==> src/logic/icdiag_pkg.sv <==
// Package: constants and carrier types for the cache diagnostic access path
package icdiag_pkg;

  // Register addresses in the control/status space
  localparam logic [11:0] ADDR_DATA_LOW  = 12'h7c9;
  localparam logic [11:0] ADDR_CHECK     = 12'h7ca;
  localparam logic [11:0] ADDR_TRIGGER   = 12'h7cb;

  // Build option: 1 selects the code build, 0 the parity build
  localparam logic        ECC_BUILD      = 1'b1;

  // Cache geometry
  localparam int          ICACHE_KB      = 16;
  localparam int          TAG_LSB        = 12;
  localparam int          TAG_BITS       = 20 - $clog2(ICACHE_KB / 16);
  localparam int          INDEX_W        = 14;
  localparam int          HALF_W         = 16;
  localparam int          CODE_W         = 5;
  localparam int          CHECK_W        = 10;

  // First holding register layout in tag/status mode
  localparam logic [31:0] TAG_FIELD_MASK =
    (32'hffff_ffff >> (32 - TAG_BITS)) << TAG_LSB;
  localparam logic [31:0] LRU_MASK       = 32'h0000_0070;
  localparam logic [31:0] VALID_MASK     = 32'h0000_0001;
  localparam logic [31:0] TAG_VIEW_MASK  =
    TAG_FIELD_MASK | LRU_MASK | VALID_MASK;

  // Second holding register legal bits per build and array
  localparam logic [9:0]  PAR_DATA_MASK  = 10'h003;
  localparam logic [9:0]  PAR_TAG_MASK   = 10'h001;
  localparam logic [9:0]  ECC_DATA_MASK  = 10'h3ff;
  localparam logic [9:0]  ECC_TAG_MASK   = 10'h01f;

  // Trigger bit and index bits ignored for tag/status accesses
  localparam int          TRIGGER_BIT    = 0;
  localparam logic [13:0] IDX_CHUNK_MASK = 14'h000f;

  // Location chosen by the selection register
  typedef struct packed {
    logic              array;
    logic [1:0]        way;
    logic [INDEX_W-1:0] index;
  } icdiag_sel_type;

  // Request towards the cache arrays
  typedef struct packed {
    logic               valid;
    logic               we;
    logic               tag_sel;
    logic [1:0]         way;
    logic [INDEX_W-1:0] index;
    logic [31:0]        wdata;
    logic [CHECK_W-1:0] wcheck;
  } icdiag_req_type;

  // Contents returned by the cache arrays
  typedef struct packed {
    logic [31:0]        data;
    logic [CHECK_W-1:0] check;
  } icdiag_resp_type;

  // Access sequencer states
  typedef enum logic [1:0] {
    ST_IDLE = 2'b01,
    ST_WAIT = 2'b10
  } icdiag_state_type;

endpackage

==> src/logic/icdiag_access.sv <==
// Diagnostic register access into the instruction cache data and tag arrays
//
// Summary of operation
// - Data mode: 32-bit chunk, halves separately protected
// - Tag mode: tag in 31:12, unused bits zero
// - LRU bits 6:4, shared by whole set
// - LRU bits pick way pair, then way
// - Bit 0 in tag mode is line valid
// - Layout follows currently selected array
// - Parity build: bit1 upper, bit0 lower/tag
// - Code build: 9:5 upper, 4:0 lower/tag
// - Hardware makes and checks check bits normally
// - Access only in debug mode, else illegal
// - Trigger read loads both holding registers
// - Trigger write-one stores holding registers
// - Trigger bit reads zero, resets zero
// - Four ways, four 16-byte banks per line
// - Index bits 3:2 choose chunk in bank
// - Array select picks data or tag array
// - Reserved bits zero, fields return legal values
// - Way 21:20, index 15:2, tag ignores 5:2
`timescale 1ns/100ps
module icdiag_access
  import icdiag_pkg::*;
(
  // Clock and reset
  input  wire logic            core_clk,
  input  wire logic            rst_n,
  // Register access port
  input  wire logic            csr_en,
  input  wire logic            csr_we,
  input  wire logic [11:0]     csr_addr,
  input  wire logic [31:0]     csr_wdata,
  input  wire logic            debug_mode,
  output logic [31:0]          csr_rdata,
  output logic                 csr_illegal,
  // Selection register contents
  input  wire icdiag_sel_type  sel,
  // Cache array port
  output icdiag_req_type       arr_req,
  input  wire logic            arr_ack,
  input  wire icdiag_resp_type arr_resp,
  // Normal fill and fetch protection
  input  wire logic [31:0]     fill_data,
  input  wire logic            fill_tag_sel,
  output logic [CHECK_W-1:0]   fill_check,
  input  wire logic [31:0]     fetch_data,
  input  wire logic [CHECK_W-1:0] fetch_check,
  input  wire logic            fetch_tag_sel,
  input  wire logic            fetch_valid,
  output logic                 fetch_err
);

  // Holding registers and sequencer
  logic [31:0]          data_low_reg;   // First holding register
  logic [CHECK_W-1:0]   check_reg;      // Second holding register
  icdiag_state_type     state_reg;      // Access sequencer
  logic                 wait_tag_reg;   // Array kind of pending read
  logic [31:0]          csr_rdata_reg;  // Registered read answer
  logic                 csr_illegal_reg;// Registered exception pulse
  icdiag_req_type       arr_req_reg;    // Registered array request
  logic [CHECK_W-1:0]   fill_check_reg; // Registered fill check bits
  logic                 fetch_err_reg;  // Registered fetch error

  // Decoded access
  logic                 hit;            // One of our three addresses
  logic                 allowed;        // Hit in debug mode
  logic                 trig_rd;        // Read of the trigger register
  logic                 trig_wr_one;    // Write-one to the trigger bit
  logic [31:0]          data_view;      // First register as software sees it
  logic [CHECK_W-1:0]   check_mask;     // Legal bits of the second register
  logic [CHECK_W-1:0]   check_view;     // Second register as software sees it
  logic [INDEX_W-1:0]   eff_index;      // Index sent to the arrays
  logic [CHECK_W-1:0]   fill_gen;       // Generated bits for fills
  logic [CHECK_W-1:0]   fetch_gen;      // Regenerated bits for fetches
  logic [CHECK_W-1:0]   fetch_mask;     // Legal bits for the fetched kind

  // Address decode and privilege gate
  assign hit         = csr_en && (csr_addr == ADDR_DATA_LOW ||
                                  csr_addr == ADDR_CHECK ||
                                  csr_addr == ADDR_TRIGGER);
  assign allowed     = hit && debug_mode;
  assign trig_rd     = allowed && !csr_we &&
                       csr_addr == ADDR_TRIGGER;
  assign trig_wr_one = allowed && csr_we && csr_addr == ADDR_TRIGGER &&
                       csr_wdata[TRIGGER_BIT];

  // Layout switches with the selected array
  always_comb begin
    if (sel.array) begin
      data_view  = data_low_reg & TAG_VIEW_MASK;
      check_mask = ECC_BUILD ? ECC_TAG_MASK : PAR_TAG_MASK;
    end else begin
      data_view  = data_low_reg;
      check_mask = ECC_BUILD ? ECC_DATA_MASK : PAR_DATA_MASK;
    end
  end

  assign check_view = check_reg & check_mask;

  // Tag accesses address a whole line, so chunk bits are dropped
  assign eff_index = sel.array ? (sel.index & ~IDX_CHUNK_MASK)
                               : sel.index;

  // Sequencer: one array read outstanding at a time
  always_ff @(posedge core_clk or negedge rst_n) begin
    if (!rst_n) begin
      state_reg    <= ST_IDLE;
      wait_tag_reg <= 1'b0;
    end else begin
      case (state_reg)
        ST_IDLE: begin
          // Launch the read and remember which layout it returns
          if (trig_rd) begin
            state_reg    <= ST_WAIT;
            wait_tag_reg <= sel.array;
          end
        end
        ST_WAIT: begin
          // Arrays answer with the selected contents
          if (arr_ack) begin
            state_reg <= ST_IDLE;
          end
        end
        default: begin
          state_reg <= ST_IDLE;
        end
      endcase
    end
  end

  // Array request: one-cycle pulse per read or write-one trigger taken while the sequencer is idle
  always_ff @(posedge core_clk or negedge rst_n) begin
    if (!rst_n) begin
      arr_req_reg <= '0;
    end else begin
      arr_req_reg.valid <= 1'b0;
      if (state_reg == ST_IDLE && (trig_rd || trig_wr_one)) begin
        // Way picks one of four; LRU in the word is set-wide
        arr_req_reg.valid   <= 1'b1;
        arr_req_reg.we      <= trig_wr_one;
        arr_req_reg.tag_sel <= sel.array;
        arr_req_reg.way     <= sel.way;
        arr_req_reg.index   <= eff_index;
        arr_req_reg.wdata   <= data_view;
        arr_req_reg.wcheck  <= check_view;
      end
    end
  end

  // First holding register: software write or array read
  always_ff @(posedge core_clk or negedge rst_n) begin
    if (!rst_n) begin
      data_low_reg <= '0;
    end else if (state_reg == ST_WAIT && arr_ack) begin
      // Read data arrives in the layout of the pending array
      data_low_reg <= wait_tag_reg ? (arr_resp.data & TAG_VIEW_MASK)
                                   : arr_resp.data;
    end else if (allowed && csr_we && csr_addr == ADDR_DATA_LOW) begin
      data_low_reg <= csr_wdata;
    end
  end

  // Second holding register: only check bits legal for the data array stored
  always_ff @(posedge core_clk or negedge rst_n) begin
    if (!rst_n) begin
      check_reg <= '0;
    end else if (state_reg == ST_WAIT && arr_ack) begin
      check_reg <= arr_resp.check &
                   (wait_tag_reg ? (ECC_BUILD ? ECC_TAG_MASK : PAR_TAG_MASK)
                                 : (ECC_BUILD ? ECC_DATA_MASK
                                              : PAR_DATA_MASK));
    end else if (allowed && csr_we && csr_addr == ADDR_CHECK) begin
      check_reg <= csr_wdata[CHECK_W-1:0] &
                   (ECC_BUILD ? ECC_DATA_MASK : PAR_DATA_MASK);
    end
  end

  // Read answer and exception, one cycle after the access
  always_ff @(posedge core_clk or negedge rst_n) begin
    if (!rst_n) begin
      csr_rdata_reg   <= '0;
      csr_illegal_reg <= 1'b0;
    end else begin
      csr_illegal_reg <= hit && !debug_mode;
      csr_rdata_reg   <= '0;
      if (allowed && !csr_we) begin
        case (csr_addr)
          ADDR_DATA_LOW: begin
            csr_rdata_reg <= data_view;
          end
          ADDR_CHECK: begin
            csr_rdata_reg <= {22'h000000, check_view};
          end
          default: begin
            csr_rdata_reg <= '0;
          end
        endcase
      end
    end
  end

  // Normal-path check bit generation and checking
  icdiag_check_gen u_fill_gen (
    .data    (fill_data),
    .tag_sel (fill_tag_sel),
    .check   (fill_gen)
  );

  icdiag_check_gen u_fetch_gen (
    .data    (fetch_data),
    .tag_sel (fetch_tag_sel),
    .check   (fetch_gen)
  );

  assign fetch_mask = fetch_tag_sel
                    ? (ECC_BUILD ? ECC_TAG_MASK : PAR_TAG_MASK)
                    : (ECC_BUILD ? ECC_DATA_MASK : PAR_DATA_MASK);

  // Register fill bits and fetch mismatch
  always_ff @(posedge core_clk or negedge rst_n) begin
    if (!rst_n) begin
      fill_check_reg <= '0;
      fetch_err_reg  <= 1'b0;
    end else begin
      fill_check_reg <= fill_gen;
      fetch_err_reg  <= fetch_valid &&
                        ((fetch_gen ^ fetch_check) & fetch_mask) != '0;
    end
  end

  // Outputs straight from flip-flops
  assign csr_rdata   = csr_rdata_reg;
  assign csr_illegal = csr_illegal_reg;
  assign arr_req     = arr_req_reg;
  assign fill_check  = fill_check_reg;
  assign fetch_err   = fetch_err_reg;
endmodule

==> src/logic/icdiag_check_gen.sv <==
// Parity or correction code generator for one instruction word or one tag
`timescale 1ns/100ps
module icdiag_check_gen
  import icdiag_pkg::*;
(
  // Protected word and array kind
  input  wire logic [31:0]        data,
  input  wire logic               tag_sel,
  // Generated check bits
  output logic [CHECK_W-1:0]      check
);

  // Single-error code over the low n bits, power-of-two slots skipped
  function automatic logic [CODE_W-1:0] code5(input logic [31:0] d,
                                              input int n);
    logic [CODE_W-1:0] c;
    int                pos;
    c   = '0;
    pos = 1;
    for (int i = 0; i < n; i++) begin
      pos = pos + 1;
      while ((pos & (pos - 1)) == 0) begin
        pos = pos + 1;
      end
      for (int b = 0; b < CODE_W; b++) begin
        if (pos[b]) begin
          c[b] = c[b] ^ d[i];
        end
      end
    end
    return c;
  endfunction

  logic [31:0] tag_word;  // Tag right-justified

  assign tag_word = (data & TAG_FIELD_MASK) >> TAG_LSB;

  // Select layout by build and by array
  always_comb begin
    check = '0;
    if (ECC_BUILD) begin
      if (tag_sel) begin
        check[CODE_W-1:0] = code5(tag_word, TAG_BITS);
      end else begin
        check[CODE_W-1:0]        = code5({16'h0000, data[15:0]}, HALF_W);
        check[CHECK_W-1:CODE_W]  = code5({16'h0000, data[31:16]}, HALF_W);
      end
    end else begin
      if (tag_sel) begin
        check[0] = ^tag_word;
      end else begin
        check[0] = ^data[15:0];
        check[1] = ^data[31:16];
      end
    end
  end

endmodule

==> config.mk <==
export PLATFORM = sky130hd
export DESIGN_NAME = icdiag_access
export DESIGN_NICKNAME = d
export VERILOG_FILES = /design/src/logic/icdiag_pkg.sv /design/src/logic/icdiag_access.sv /design/src/logic/icdiag_check_gen.sv
export SDC_FILE = /design/constraint.sdc
export NUM_CORES = 1
export LEC_CHECK = 0
export ABC_AREA = 1
export BUFFER_PORTS_ARGS = -buffer_cell sky130_fd_sc_hd__buf_4
export CORE_MARGIN = 2
export CORE_UTILIZATION = 40
export DETAILED_ROUTE_END_ITERATION = 8
export HOLD_SLACK_MARGIN = 0.08
export PLACE_DENSITY = 0.66
export SETUP_SLACK_MARGIN = 0.2
export SLEW_MARGIN = 10
export SYNTH_ARGS = -nofsm -noshare
export SYNTH_HDL_FRONTEND = slang
export SYNTH_SLANG_ARGS = --single-unit
export TNS_END_PERCENT = 10
==> constraint.sdc <==
create_clock -name core_clk -period 3.5 [get_ports core_clk]
set_input_delay 0.175 -clock core_clk [delete_from_list [all_inputs] [get_ports core_clk]]
set_output_delay 0.175 -clock core_clk [all_outputs]
set_load 0.005 [all_outputs]
* Yosys cells after proc, flatten, opt, wreduce, memory -nomap -nowiden *
Index checks and enable logic that the tools add are counted.
W data, S select, Z words.

storage, ports and cells
  output and inout port bits = 105
  bits of input ports = 186
  register bits = 150

cells by class
  mux-type cells = 248
  bitwise logic cells = 238
  equality and inequality tests = 7
  reductions and logical operators = 23

operator list
  cell                    number
  $xor A1 B1 Y1           234
  $mux W1                 228
  $mux W32                3
  $pmux W32 S2            1
  $mux W61                1
  $mux W10                5
  $eq A12 B11 Y1 const B  3
  $and A10 B10 Y10        3
  $mux W12                2
  $mux W5                 4
  $logic_and A1 B1 Y1     13
  $reduce_bool A10 Y1     1
  $xor A10 B10 Y10        1
  $mux W2                 2
  $mux W4                 1
  $ne A2 B2 Y1 const B    2
  $pmux W2 S2             1
  $reduce_and A2 Y1       2
  $reduce_bool A2 Y1      2
  $logic_or A1 B1 Y1      3
  $eq A2 B1 Y1 const B    1
  $eq A2 B2 Y1 const B    1
  $logic_not A1 Y1        2

* Longest topological paths before layout *
  depth after elaboration = 27
  mapped depth = 18
  gate-level depth less buffers = 17

* By module *
Synthesis repeated with hierarchy kept, for this count alone.

unflattened totals
  cells, all modules = 1293
  area, all modules = 9071.2 um^2

by module, submodules not included
  module            cells an instance  instances  area an instance (um^2)  sequential area each (um^2)
  icdiag_access     717                1          6266.0                   3754.9
  icdiag_check_gen  288                2          1402.6                   0.0

* Worst setup path after synthesis *
Ideal clock, no wire load.

  path kind = input port to flip-flop
  start point = in csr_addr[10]
  end point = reg arr_req_reg (netlist bit arr_req[39])
  slack = 1.992 ns
  arrival time = 1.391 ns
  required time = 3.383 ns
  path buffers = 1
  cell stages on the path = 11
  cells stage by stage = nand2_1 > nor3b_2 > nand4_2 > nor3_2 > nand2_1 > a21oi_1 > and2_4 > inv_4 > buf_6 > nand2_1 > o21ai_2

on the way
  cells in the longest elaborated chain, start to end = 10
  elaborated cells on any way between the ends = 14

ends and longest elaborated chain
  item                                      RTL line                                  source
  start: declaration                        icdiag_access.sv:32                       input wire logic [11:0] csr_addr,
  $eq A12 B11 Y1, on equally long branches  icdiag_access.sv:79, icdiag_access.sv:80
  $logic_or A1 B1 Y1                        icdiag_access.sv:79                       assign hit = csr_en && (csr_addr == ADDR_DATA_LOW ||
  $logic_or A1 B1 Y1                        icdiag_access.sv:80                       csr_addr == ADDR_CHECK ||
  $logic_and A1 B1 Y1                       icdiag_access.sv:79
  $logic_and A1 B1 Y1                       icdiag_access.sv:82                       assign allowed = hit && debug_mode;
  $logic_and A1 B1 Y1 (3 in a row)          icdiag_access.sv:85                       assign trig_wr_one = allowed && csr_we && csr_addr == ADDR_TRIGGER &&
  $logic_or A1 B1 Y1 *                      icdiag_access.sv:138                      if (state_reg == ST_IDLE && (trig_rd || trig_wr_one)) begin
  $logic_and A1 B1 Y1 *                     icdiag_access.sv:138
  end: declaration                          icdiag_access.sv:61                       icdiag_req_type arr_req_reg;

Mark *: on every way between the ends. The rest lies on a longest branch, timed or not.
A chain may end at the register's enable or synchronous reset.

* Worst setup path after layout *
  start point = reg state_reg[0]
  end point = reg data_low_reg[17]

on the way
  cells in the longest elaborated chain, start to end = 3
  elaborated cells on any way between the ends = 4

ends and longest elaborated chain
  item                                            RTL line              source
  start: declaration                              icdiag_access.sv:57   icdiag_state_type state_reg;
  start signal: assignment                        icdiag_access.sv:108  state_reg <= ST_IDLE;
  start signal: assignment                        icdiag_access.sv:115  state_reg <= ST_WAIT;
  start signal: assignment                        icdiag_access.sv:122  state_reg <= ST_IDLE;
  $eq A2 B2 Y1 *                                  icdiag_access.sv:155  end else if (state_reg == ST_WAIT && arr_ack) begin
  $logic_and A1 B1 Y1 *                           icdiag_access.sv:155
  $mux W32 or $reduce_bool A2 Y1 (tied branches)  --
  end signal: assignment                          icdiag_access.sv:157  data_low_reg <= wait_tag_reg ? (arr_resp.data & TAG_VIEW_MASK)
  end signal: assignment                          icdiag_access.sv:160  data_low_reg <= csr_wdata;
  end: declaration                                icdiag_access.sv:55   logic [31:0] data_low_reg;

Marks and branches as above.

==> results.txt <==
----------------------------------------------------
[Outcome]
  Result of the run ... finished clean

[Timing]
  Unrepaired setup endpoints after global routing ... false
  Final total negative setup slack ... 0 ns
  Fin crit period ... 2.681 ns
  Total of endpoints with negative setup slack in the final report ... 0
  Worst-margin pin slew ... 1.176 ns
  Top achievable clock speed ... 0.3730 GHz
  Clock tree skew after final layout ... 0.006110 ns
  Number of max-slew violations in the final report ... 0
  Period Utilization, post-route ... 76.61%
  Relative max-transition margin ... 21.59%
  Final hold violation count ... 0

[Worst hold path]
  Startpoint of the tightest hold check path ... fill_data[29]
  Worst Hold Path Cells ... 4
  Worst min-delay path endpoint ... fill_check[6]$_DFF_PN0_
  Type of the most critical hold path ... in -> reg

[Final layout]
  Layout Nets ... 1663
  Flip-flop count of the largest register after layout ... 61
  Fin util ... 59.70%
  Layout cells sized above 1 ... 25.59%
  Area grow syn2layout ... 46.61%
  Diodes inserted ... 0

[Clock tree]
  Number of buffers inserted during clock tree synthesis ... 17
  Clock-pin transition on the worst setup and hold timing paths ... 0.06 ns
  Post CTS Setup Buffer Count ... 0
  Sink Count ... 150
  TritonCTS clock tree ... built
  Insertion delay to the later sink of the worst-skew pair ... 0.41 ns
  H-tree depth ... 4
  Cell at the root of the clock tree ... sky130_fd_sc_hd__clkbuf_16
  Max Buffers Root-to-Sink ... 2

[Global routing]
  Remaining Overflow, GRT ... 0
  Total GRT Usage ... 22.74%
  Wire length of the first global-routing pass ... 40320 µm
  Maximum number of pins on one net before global-route repair ... 109
  Number of antenna violations at the first check in global routing ... 0
  Via count of the first global-routing pass ... 8196

[Job]
  Maximum capacitance violations ... 0

[Setup path]
  Number of cell instances on the worst register-to-register path ... 8
  Endpoint of the worst register-to-register path ... data_low_reg[17]$_DFFE_PN0P_
  Critical path required time ... 3.80 ns
  Kind of cell with the highest combined delay on the critical path ... buffers and inverters
  Data arrival at the endpoint of the critical path ... 2.98 ns
  Critical register-to-register path startpoint ... state_reg[0]$_DFFE_PN1P_
  Kind of start point of the critical path ... flip-flop
  Bufs and invs on worst path ... 3
  Crit path max-delay cell type ... sky130_fd_sc_hd__dlygate4sd3_1
  Cells along the critical path ... nor2_1, nand2_1, buf_4, nand2_2, buf_12, nor2_1, a31oi_1, dlygate4sd3_1
  Critical setup path kind ... reg -> reg
  Reg2Reg Setup Slack ... 0.82 ns
  Worst path max stage delay ... 0.57 ns
  Worst-path fanout max ... 46
  Nature of the critical path endpoint ... flip-flop
  Logic depth of the worst setup path including buffers ... 8
  Most frequent cell on the critical path ... sky130_fd_sc_hd__nor2_1

[Detailed routing]
  Via density per instance ... 4.758
  Post-detailed-routing wire length ... 25540 µm
  Number of remaining DRC errors ... 0
  Routed wire length per instance ... 14.48 µm
  Pre-Repair DR Iteration Count ... 5
  Starting DRT DRC Count ... 300
  Detail Route Antenna Nets ... 0
  Via total after detailed routing ... 8393

[Synth]
  Number of flops mapped to enable cells by yosys ... 0
  Synth async-reset ratio ... 100.0%
  Post-synthesis sequential area ratio ... 43.86%
  Area of the mapped netlist ... 8561 µm²
  Library cells used by synthesis ... 38
  Flip-flop and latch count after synthesis ... 150
  Synthesized net count ... 1285
  Synth warn ... 0
  Mean Syn Cell Area ... 7.790 µm²
  Main synth FF type ... sky130_fd_sc_hd__dfrtp_1
  Number of cells produced by synthesis ... 1099

[Die]
  Starting utilization of the core area ... 40.72%
  Area of the core region ... 21020 µm²
  Num rows ... 53
  Number of primary I/O pins ... 291
  Die Outline Area ... 22590 µm²
  Height of the chip ... 150.3 µm
  Horizontal die dimension ... 150.3 µm

[Place]
  Weighted congestion reported at the end of routability-driven placement ... 0.8782
  Number of I/O port buffers ... 290
  Final HPWL DP ... 18410 µm

[Power]
  Ratio of total power to cell area ... 363.7 nW/µm²
  Worst vdd rail ir drop ... 225.2 µV
  Pleak ... 6.617 nW

----------------------------------------------------
## per-stage QoR
step	std cells	setup WS [ns]	total power, W	cell area [µm²]	hold slack (ns)
finish	1764	0.8188	0.004565	12550	0.1015
global route	1764	0.6218	0.004784	12550	0.09533
CTS	1764	0.7862	0.004606	12550	0.08049
detailed placement	1629	0.9813	0.002630	10890	0.3705
global placement	1629	1.019	0.002617	10890	0.3735
floorplan	1099	1.992	0.002263	8561	-0.1206
## routing by layer
| layer | vias to the layer above | routed length, µm | GRT usage [%] |
|---|---|---|---|
| li1 | 4210 | - | - |
| met1 | 3874 | 10870 | 28.49 |
| met2 | 264 | 12290 | 38.52 |
| met3 | 45 | 1638 | 5.242 |
| met4 | 0 | 748 | 7.925 |
| met5 | - | 0 | 0 |
## cells by family after synthesis
group | after synthesis | synth area share, %
AOI/OAI and AO/OA | 115 | 9.456
xor gates and xnor gates | 116 | 11.87
buffers and inverters | 146 | 7.688
DFF | 150 | 43.86
and+or+nand+nor | 572 | 27.13
## area by class of cell
| class | instances | area (µm²) |
|---|---|---|
| Sequential cell | 150 | 3755 |
| Fill cell | 1881 | 8471 |
| Clock buffer | 19 | 452.9 |
| Clock inverter | 12 | 167.7 |
| Multi-Input combinational cell | 803 | 4148 |
| Tap cell | 275 | 344.1 |
| Timing Repair Buffer | 402 | 3294 |
| Inverter | 103 | 389.1 |
## placed cells by master, fill, tap and decap left out, types with 3 or more instances in the layout
cell                            synthesis  layout
sky130_fd_sc_hd__xor2_1                50      50
sky130_fd_sc_hd__a21oi_1                7       7
sky130_fd_sc_hd__clkbuf_16              0      17
sky130_fd_sc_hd__inv_6                  0       3
sky130_fd_sc_hd__nor2_1                78      78
sky130_fd_sc_hd__nand3_1               77      77
sky130_fd_sc_hd__bufinv_16              0       3
sky130_fd_sc_hd__a31oi_1               42      42
sky130_fd_sc_hd__o22ai_1               11      11
sky130_fd_sc_hd__buf_4                  6     296
sky130_fd_sc_hd__dfrtp_1              149     149
sky130_fd_sc_hd__dlygate4sd3_1          0     104
sky130_fd_sc_hd__inv_1                 99      99
sky130_fd_sc_hd__xnor2_1               66      66
sky130_fd_sc_hd__o21ai_2               42      42
sky130_fd_sc_hd__nand2_1              395     395
sky130_fd_sc_hd__nand3b_1               6       6
sky130_fd_sc_hd__o21ai_0                8       8
sky130_fd_sc_hd__nand4_1                3       3
sky130_fd_sc_hd__clkinv_4               0       4
## worst reg2reg max path: cells and delay by family (launching register included)
kind	cells	cell delay [ns]
AND/OR/NAND/NOR	4	0.83
buffers and inverters	3	1.15
AO/OA/AOI/OAI	1	0.07
flip-flops	1	0.53
## what timing repair did
action / CTS / global route
hold buffers: 104 / 0
endpoints found under the hold margin: 172 / 0
gates resized for setup: 0 / 0
## report_power, final
| part | switching [W] | internal [W] |
|---|---|---|
| clock | 0.000737 | 0.00117 |
| sequential | 0.00000867 | 0.00177 |
| combinational | 0.000442 | 0.000441 |
## Yosys cell counts, types with 2 or more instances
| library cell | count | area [µm²] |
|---|---|---|
| sky130_fd_sc_hd__nand2_1 | 395 | 1483 |
| sky130_fd_sc_hd__dfrtp_1 | 149 | 3729 |
| sky130_fd_sc_hd__inv_1 | 99 | 371.6 |
| sky130_fd_sc_hd__nor2_1 | 78 | 292.8 |
| sky130_fd_sc_hd__nand3_1 | 77 | 385.4 |
| sky130_fd_sc_hd__xnor2_1 | 66 | 578.1 |
| sky130_fd_sc_hd__xor2_1 | 50 | 437.9 |
| sky130_fd_sc_hd__a31oi_1 | 42 | 262.8 |
| sky130_fd_sc_hd__o21ai_2 | 42 | 367.9 |
| sky130_fd_sc_hd__clkbuf_1 | 14 | 52.55 |
| sky130_fd_sc_hd__buf_2 | 11 | 55.05 |
| sky130_fd_sc_hd__o22ai_1 | 11 | 68.82 |
| sky130_fd_sc_hd__buf_6 | 9 | 101.4 |
| sky130_fd_sc_hd__o21ai_0 | 8 | 40.04 |
| sky130_fd_sc_hd__a21oi_1 | 7 | 35.03 |
| sky130_fd_sc_hd__buf_4 | 6 | 45.04 |
| sky130_fd_sc_hd__nand3b_1 | 6 | 45.04 |
| sky130_fd_sc_hd__clkbuf_2 | 3 | 15.01 |
| sky130_fd_sc_hd__nand4_1 | 3 | 18.77 |
| sky130_fd_sc_hd__clkinv_1 | 2 | 7.510 |
| sky130_fd_sc_hd__nor3_1 | 2 | 10.01 |
| sky130_fd_sc_hd__nor4_1 | 2 | 12.51 |
| sky130_fd_sc_hd__o21a_1 | 2 | 15.01 |
## how the worst max path moves through the flow
| stage | end | start |
|---|---|---|
| final | data_low_reg[17]$_DFFE_PN0P_ | state_reg[0]$_DFFE_PN1P_ |
| after global routing | data_low_reg[17]$_DFFE_PN0P_ | state_reg[0]$_DFFE_PN1P_ |
| after CTS | data_low_reg[15]$_DFFE_PN0P_ | state_reg[0]$_DFFE_PN1P_ |
| after detailed placement | arr_req[45]$_DFFE_PN0P_ | csr_addr[9] |
| after global placement | arr_req[42]$_DFFE_PN0P_ | csr_addr[9] |
| after floorplan | arr_req[39]$_DFFE_PN0P_ | csr_addr[10] |
(Power assumes the default switching activity.)
